[src/common/brcfg_pkg.sv]
// Purpose: Constants for the board reset configuration register file
// Assumes: Word index is taken from byte address bits 4:2
// Notes:   Field positions count from bit 0, the most significant data line
package brcfg_pkg;
    // Word indexes (byte offset / 4)
    localparam logic [2:0]  IDX_HRC     = 3'h0;
    localparam logic [2:0]  IDX_BC1     = 3'h1;
    localparam logic [2:0]  IDX_UNLOCK  = 3'h3;
    // Field positions in the configuration word
    localparam int          F_ARB       = 0;
    localparam int          F_PREFIX    = 1;
    localparam int          F_RSV2      = 2;
    localparam int          F_BOOT_INH  = 3;
    localparam int          F_BOOT_W    = 4;
    localparam int          F_RSV6      = 6;
    localparam int          F_MAP_BASE  = 7;
    localparam int          F_DBG_PIN   = 9;
    localparam int          F_DBG_PORT  = 11;
    localparam int          F_CLK_DIV   = 13;
    localparam int          F_RSV15     = 15;
    // Control bits in board_control_one
    localparam int          B_FLASH_CFG_N = 5;
    localparam int          B_DISABLE   = 7;
    // Bit of the unlock register holding the disable_unlock_bit
    localparam int          B_UNLOCK    = 0;
    // Power-on values
    localparam logic [15:0] HRC_RESET   = 16'h0680;
    localparam logic [15:0] BC1_RESET   = 16'h0020;
    localparam logic [15:0] ZERO16      = 16'h0000;
endpackage

[src/rtl/brcfg_regs.sv]
// Purpose: Board register file holding the hard reset configuration word
// Assumes: Host bus shares i_clock; i_resetn is the power-on reset
// Notes:   Register bit k appears on data line 31-k; lines 15:0 read zero
`timescale 1ns/1ns
`default_nettype none
module brcfg_regs (
    input  wire logic        i_clock,
    input  wire logic        i_resetn,
    input  wire logic        i_sel,
    input  wire logic        i_wr,
    input  wire logic [4:0]  i_addr,
    input  wire logic [31:0] i_wdata,
    input  wire logic        i_hard_reset,
    output logic             o_ack,
    output logic      [31:0] o_rdata,
    output logic             o_cfg_drive,
    output logic      [31:0] o_cfg_bus,
    output logic      [15:0] o_board_control_one,
    output logic             o_disabled
);
    // All state of the block
    typedef struct packed {
        logic [15:0] hrc;      // Hard reset configuration fields
        logic [15:0] bc1;      // Board control one fields
        logic        unlock;   // Disable bit may change once
        logic        ack;      // Access answer
        logic [31:0] rdata;    // Read data
        logic        drive;    // Configuration word on the bus
        logic [31:0] cfg;      // Configuration word image
    } brcfg_state_t;

    brcfg_state_t st_r;        // Registered state
    brcfg_state_t st_nxt;      // Next state

    // Field vector to bus word: bit k on line 31-k, low lines zero
    function automatic logic [31:0] brcfg_word(input logic [15:0] f);
        logic [31:0] w;
        w = {brcfg_pkg::ZERO16, brcfg_pkg::ZERO16};
        for (int k = 0; k < 16; k++) begin
            w[31-k] = f[k];
        end
        return w;
    endfunction

    // Bus word to field vector, upper data lines only
    function automatic logic [15:0] brcfg_field(input logic [31:0] w);
        logic [15:0] f;
        f = brcfg_pkg::ZERO16;
        for (int k = 0; k < 16; k++) begin
            f[k] = w[31-k];
        end
        return f;
    endfunction

    logic       access;        // Request taken this cycle
    logic [2:0] idx;           // Word index
    logic [15:0] wf;           // Written fields

    assign idx    = i_addr[4:2];
    assign wf     = brcfg_field(i_wdata);
    assign access = i_sel && !st_r.bc1[brcfg_pkg::B_DISABLE];

    // Next state
    always_comb begin
        st_nxt     = st_r;
        st_nxt.ack = access;
        if (access && i_wr) begin
            case (idx)
                brcfg_pkg::IDX_HRC: begin
                    // Every field incl. reserved bits is plain storage
                    st_nxt.hrc = wf;
                end
                brcfg_pkg::IDX_BC1: begin
                    st_nxt.bc1 = wf;
                    // Disable bit only moves when unlocked
                    if (!st_r.unlock) begin
                        st_nxt.bc1[brcfg_pkg::B_DISABLE] =
                            st_r.bc1[brcfg_pkg::B_DISABLE];
                    end
                    st_nxt.unlock = 1'b0;
                end
                brcfg_pkg::IDX_UNLOCK: begin
                    // Writing 1 unlocks the disable bit
                    if (wf[brcfg_pkg::B_UNLOCK]) begin
                        st_nxt.unlock = 1'b1;
                    end
                end
                default: begin
                    // Unmapped write is acknowledged and dropped
                end
            endcase
        end
        // Read data
        case (idx)
            brcfg_pkg::IDX_HRC:    st_nxt.rdata = brcfg_word(st_r.hrc);
            brcfg_pkg::IDX_BC1:    st_nxt.rdata = brcfg_word(st_r.bc1);
            brcfg_pkg::IDX_UNLOCK: st_nxt.rdata = brcfg_word({15'h0000, st_r.unlock});
            default:               st_nxt.rdata = {brcfg_pkg::ZERO16, brcfg_pkg::ZERO16};
        endcase
        if (!access || i_wr) begin
            st_nxt.rdata = {brcfg_pkg::ZERO16, brcfg_pkg::ZERO16};
        end
        // Hard reset: present stored word unless flash supplies it
        st_nxt.drive = i_hard_reset && st_r.bc1[brcfg_pkg::B_FLASH_CFG_N];
        st_nxt.cfg   = st_nxt.drive ? brcfg_word(st_r.hrc)
                                    : {brcfg_pkg::ZERO16, brcfg_pkg::ZERO16};
    end

    // State register, power-on defaults
    always_ff @(posedge i_clock) begin
        if (!i_resetn) begin
            st_r        <= '0;
            st_r.hrc    <= brcfg_pkg::HRC_RESET;
            st_r.bc1    <= brcfg_pkg::BC1_RESET;
        end else begin
            st_r        <= st_nxt;
        end
    end

    // Outputs straight from flops
    assign o_ack               = st_r.ack;
    assign o_rdata             = st_r.rdata;
    assign o_cfg_drive         = st_r.drive;
    assign o_cfg_bus           = st_r.cfg;
    assign o_board_control_one = st_r.bc1;
    assign o_disabled          = st_r.bc1[brcfg_pkg::B_DISABLE];
endmodule
`default_nettype wire

[config.mk]
export PLATFORM = sky130hd
export DESIGN_NAME = brcfg_regs
export DESIGN_NICKNAME = d
export VERILOG_FILES = /design/src/common/brcfg_pkg.sv /design/src/rtl/brcfg_regs.sv
export SDC_FILE = /design/constraint.sdc
export NUM_CORES = 1
export LEC_CHECK = 0
export ABC_AREA = 1
export BUFFER_PORTS_ARGS = -buffer_cell sky130_fd_sc_hd__buf_2
export CAP_MARGIN = 20
export CORE_MARGIN = 3
export CORE_UTILIZATION = 30
export CTS_BUF_LIST = sky130_fd_sc_hd__clkbuf_8
export DETAILED_ROUTE_END_ITERATION = 12
export GPL_TIMING_DRIVEN = 0
export PLACE_DENSITY_LB_ADDON = 0.2
export REMOVE_ABC_BUFFERS = 1
export SYNTH_ARGS = -nofsm -noshare
export SYNTH_HDL_FRONTEND = slang
export SYNTH_SLANG_ARGS = --single-unit
[constraint.sdc]
create_clock -name i_clock -period 1.45 [get_ports i_clock]
set_input_delay 0.0725 -clock i_clock [delete_from_list [all_inputs] [get_ports i_clock]]
set_output_delay 0.0725 -clock i_clock [all_outputs]
set_load 0.005 [all_outputs]
---- Word level (Yosys, flattened, before mapping) ----
Cells that the tools add are included.
cells by class
  muxes and demuxes ....................... 3
  equality and inequality tests ........... 3
  bitwise operators ....................... 1
  reduce and logical (&&, ||, !) cells .... 14
operator list
  kind                                                             number
  32-bit one-hot mux with 3 select lines                           1
  2-bit AND reduction                                              3
  3-bit AND reduction                                              2
  3-bit by 1-bit == test with 1-bit output, second input constant  1
  3-bit by 2-bit == test with 1-bit output, second input constant  1
  1-bit logical AND                                                3
  3-bit zero test                                                  1
  1-bit zero test                                                  2
  2-bit inequality test, second input constant                     1
  1-bit one-hot mux with 2 select lines                            1
  2-bit nonzero test                                               1
  2-bit OR reduction                                               1
  1-bit logical OR                                                 1
  1-bit two-way mux                                                1
  1-bit inverter                                                   1
storage, ports and cells
  flip-flop bits (word level) ............. 99
  output and inout port bits .............. 83
  word-level logic and storage cells ...... 30
  input bits .............................. 42

---- Logic depth before layout (Yosys ltp) ----
  depth in word-level cells ............... 5
  gate-level depth with buffers ........... 7
  depth with buffers taken out ............ 7

---- Worst setup path after synthesis ----
Ideal clock, no wire load.
  kind .................................... register to register
  from .................................... register st_r, in the netlist o_board_control_one[7]
  to ...................................... register st_r[90] (netlist name)
  setup time .............................. 0.127 ns
  stages on the path, launching flop included .. 8
  data required time ...................... 1.323 ns
  setup slack ............................. 0.292 ns
  arrival time ............................ 1.031 ns
  cells stage by stage .................... dfxtp_1 > inv_1 > nand3_4 > nor2_8 > inv_6 > buf_12 > nand2_2 > nand3_2
between the ends
  longest elaborated chain between the ends .. 4
ends and longest elaborated chain
  what                           RTL line           RTL
  from (decl)                    brcfg_regs.sv:32   brcfg_state_t st_r;
  from (signal assigned)         brcfg_regs.sv:116  st_r <= st_nxt;
  1-bit zero test                brcfg_regs.sv:61   assign access = i_sel && !st_r.bc1[brcfg_pkg::B_DISABLE];
  1-bit logical AND              brcfg_regs.sv:61
  1-bit logical AND              brcfg_regs.sv:67   if (access && i_wr) begin
  2-bit AND reduction (no line)  -
No other way between the ends.
A chain may end at the register's enable or synchronous reset.

---- Worst setup path in the final report ----
  from .................................... register st_r, in the netlist o_board_control_one[7]
  to ...................................... register st_r, in the netlist o_rdata[26]
between the ends
  longest elaborated chain between the ends .. 5
ends and longest elaborated chain
  what                          RTL line           RTL
  1-bit zero test               brcfg_regs.sv:61
  1-bit logical AND             brcfg_regs.sv:61
  1-bit zero test               brcfg_regs.sv:100  if (!access || i_wr) begin
  1-bit logical OR              brcfg_regs.sv:100
  2-bit OR reduction (no line)  -
No other way between the ends.

==> metrics.txt <==
Mapped Cells=375; Max Fclk=782 MHz; DP HPWL=4.32 mm; clock power share=0.417; Rel. slew slack=0.592; Seq/Total Area, Yosys=0.439; CTS clk-pin slew, worst paths=roughly 0.070 ns; classification of the worst setup path=flip-flop to flip-flop; library cells used by synthesis=27; Hold Path End=o_rdata[31]; fraction of final layout cells sized beyond drive strength 1=0.292; status=finished clean; Ant. Diodes=0; Pleak=1.70 nW; hold path cells=4; reg2reg path depth=6; clk sinks=67; gpl congestion=0.711; Reg-to-Reg Start=o_board_control_one[7]; residual DRC count=0; Worst Setup Start Kind=flip-flop; CTS max path bufs=2; flop-to-flop setup slack=0.17 ns; vias in the first global route=2186; post-layout util=0.354; routed vias=approximately 2200; Critical Path RT=1.70 ns; CTS tree=done; DIE HEIGHT=107 um; Arrival @ worst endpoint=1.53 ns; Crit Path Max Fanout=12; vias per cell=about 4.0; Comb pwr share=0.073; pwr dens=1060 nW/um^2; Max Clock Skew=0.00993 ns; sw frac=0.232; Final period util=0.882; Worst Hold Class=input port to flip-flop; 1st-iter DRT viols=65; endpoints failing setup=0; port bufs=74; All-Layer GR Usage=0.124; number of max-cap violations=0; pre-CTS WS=-0.353 ns; Boundary Pins=125; first-pass GRT wire length=10.9 mm; Core ar.=between 9000 and 10000 um^2; Routed Antenna Nets=0; die width=107 um; nets=between 400 and 500; TritonCTS Buffers=9; largest net degree at the start of global routing=35; H-tree depth=3; Hold Violations, Final=0; HP Start=i_wr; drt total wl=6.83 mm; register share of total power=0.510; fillers=1075; Synth Register Bits=67; root buffer cell=clkbuf_8; final worst slack=0.171 ns; unrepaired setup endpoints after global routing=false; crit path time final=~1.3 ns; Yosys warnings=0; syn avg cell area=8.15 um^2; Worst VDD drop=between 0.4 and 0.5 mV; Area growth syn-to-layout=13.7%; Starting Density=0.311; Reg-to-Reg End=o_rdata[26]; worst skew pair latency=0.33 ns; Setup crit end kind=flip-flop; antenna violations before repair=0; worst slew pin tran=0.610 ns; Sw Pwr=~0.86 mW; WL per Instance=12.2 um; Die ar.=roughly 11000 um^2; Synth Cell Area=3060 um^2; Max Slew Vio Count=0; Std-Cell Rows=36; first-pass detailed-route iteration total=4; Pint=2.84 mW; total grt overflow=0; Hold Worst Slack=0.101 ns
## cells in the mapped netlist
master,number,area share
inv_2,2,0.0025
nor2_1,66,0.081
inv_1,28,0.034
nor2_4,4,0.015
nand2_4,2,0.0074
nand3_2,3,0.0098
inv_6,1,0.0029
nand2_1,42,0.052
nor2_8,1,0.0066
nor2_2,7,0.014
nand2_2,4,0.0082
nor3_2,1,0.0033
nand3_1,8,0.013
buf_2,3,0.0049
clkbuf_1,3,0.0037
buf_4,82,0.20
o21ai_0,20,0.033
buf_6,2,0.0074
nand4_1,1,0.0020
o21ai_1,6,0.0098
nand3_4,1,0.0057
o21ai_2,1,0.0029
dfxtp_1,67,0.44
conb_1,1,0.0012
buf_8,1,0.0049
buf_12,1,0.0066
a21oi_1,17,0.028
## through the flow
step	cells	total power [mW]	instance area [um^2]	TNS, ns
5_1_grt	561	3.86	3470	0
3_3_place_gp	521	2.15	3010	-7.85
2_1_floorplan	314	2.03	2470	0
6_report	561	3.70	3470	0
4_1_cts	552	3.74	3370	0
3_5_place_dp	521	2.15	3010	-7.69
## cell families after synthesis
| logic type | share of synthesized area |
|---|---|
| AO/OA/AOI/OAI | 0.0733 |
| buffers and inverters | 0.269 |
| flip-flops | 0.439 |
| other | 0.00123 |
| AND/OR/NAND/NOR | 0.218 |
## layer usage
| layer | vias up | routed length, um | GRT usage |
|---|---|---|---|
| met4 | 0 | 94 | 0.0429 |
| met2 | 77 | 3050 | 0.201 |
| met1 | 1005 | 3230 | 0.156 |
| met5 | - | 0 | 0 |
| met3 | 9 | 459 | 0.0385 |
| li1 | 1138 | - | - |
## critical path, cell delays in order (launching register included)
cell	delay, ns
dfxtp_1	0.35
inv_1	0.12
nand2_1	0.11
nor3_4	0.20
clkinvlp_4	0.11
buf_4	0.19
a21oi_1	0.13
## area by class of cell
| type | instances | area (um^2) | area share |
|---|---|---|---|
| Tap cell | 133 | 166 | 0.0479 |
| Multi-Input combinational cell | 216 | 1020 | 0.294 |
| Clock inverter | 4 | 42.5 | 0.0122 |
| Inverter | 31 | 125 | 0.0360 |
| Timing Repair Buffer | 99 | 626 | 0.180 |
| Sequential cell | 67 | 1340 | 0.386 |
| Clock buffer | 11 | 151 | 0.0436 |
## state kept, by name (all words and copies together) (netlist names)
| name | count |
|---|---|
| o_cfg_bus | 16 |
| o_board_control_one | 16 |
| o_ack | 1 |
| o_cfg_drive | 1 |
| o_rdata | 16 |
| st_r | 17 |
## what timing repair did
| item | in CTS | in global routing |
|---|---|---|
| pin swaps | 0 | 2 |
| setup endpoints to repair | 2 | 37 |
| hold buffers | 16 | 0 |
| endpoints found under the hold margin | 29 | 0 |
| gates resized for setup | 1 | 3 |
| setup buffers | 0 | 9 |
## power groups by stage
stage,sequential (mW),combinational (mW),clock [mW]
2_1_floorplan,1.93,0.103,0
3_3_place_gp,1.93,0.221,0
3_5_place_dp,1.93,0.223,0
4_1_cts,1.89,0.258,1.59
5_1_grt,1.89,0.304,1.67
6_report,1.89,0.268,1.54
## layout by cell type, fill, tap and decap left out, types with 2 or more instances in the layout
| cell | count |
|---|---|
| inv_1 | 29 |
| dfxtp_1 | 67 |
| o21ai_0 | 20 |
| buf_2 | 73 |
| buf_4 | 7 |
| clkbuf_8 | 11 |
| nand2_1 | 42 |
| nor2_2 | 7 |
| nor2_4 | 4 |
| nand3_2 | 4 |
| buf_12 | 2 |
| inv_2 | 2 |
| o21ai_1 | 6 |
| conb_1 | 32 |
| nand3_1 | 7 |
| nand2_4 | 2 |
| a21oi_1 | 17 |
| nand2_2 | 4 |
| nor2_1 | 66 |
| dlygate4sd3_1 | 16 |
## how the worst max path moves through the flow
| stage | start | end | slack, ns | cells past startpoint |
|---|---|---|---|---|
| after floorplan | o_board_control_one[7] | st_r[83] | 0.29 | 6 |
| after global placement | i_resetn | o_cfg_bus[23] | -0.38 | 3 |
| after detailed placement | i_resetn | o_cfg_bus[23] | -0.35 | 3 |
| after CTS | o_board_control_one[7] | st_r[85] | 0.05 | 6 |
| after global routing | o_board_control_one[7] | o_rdata[18] | 0.06 | 6 |
| final | o_board_control_one[7] | o_rdata[26] | 0.17 | 6 |
Power figures use the tool's default switching activity.
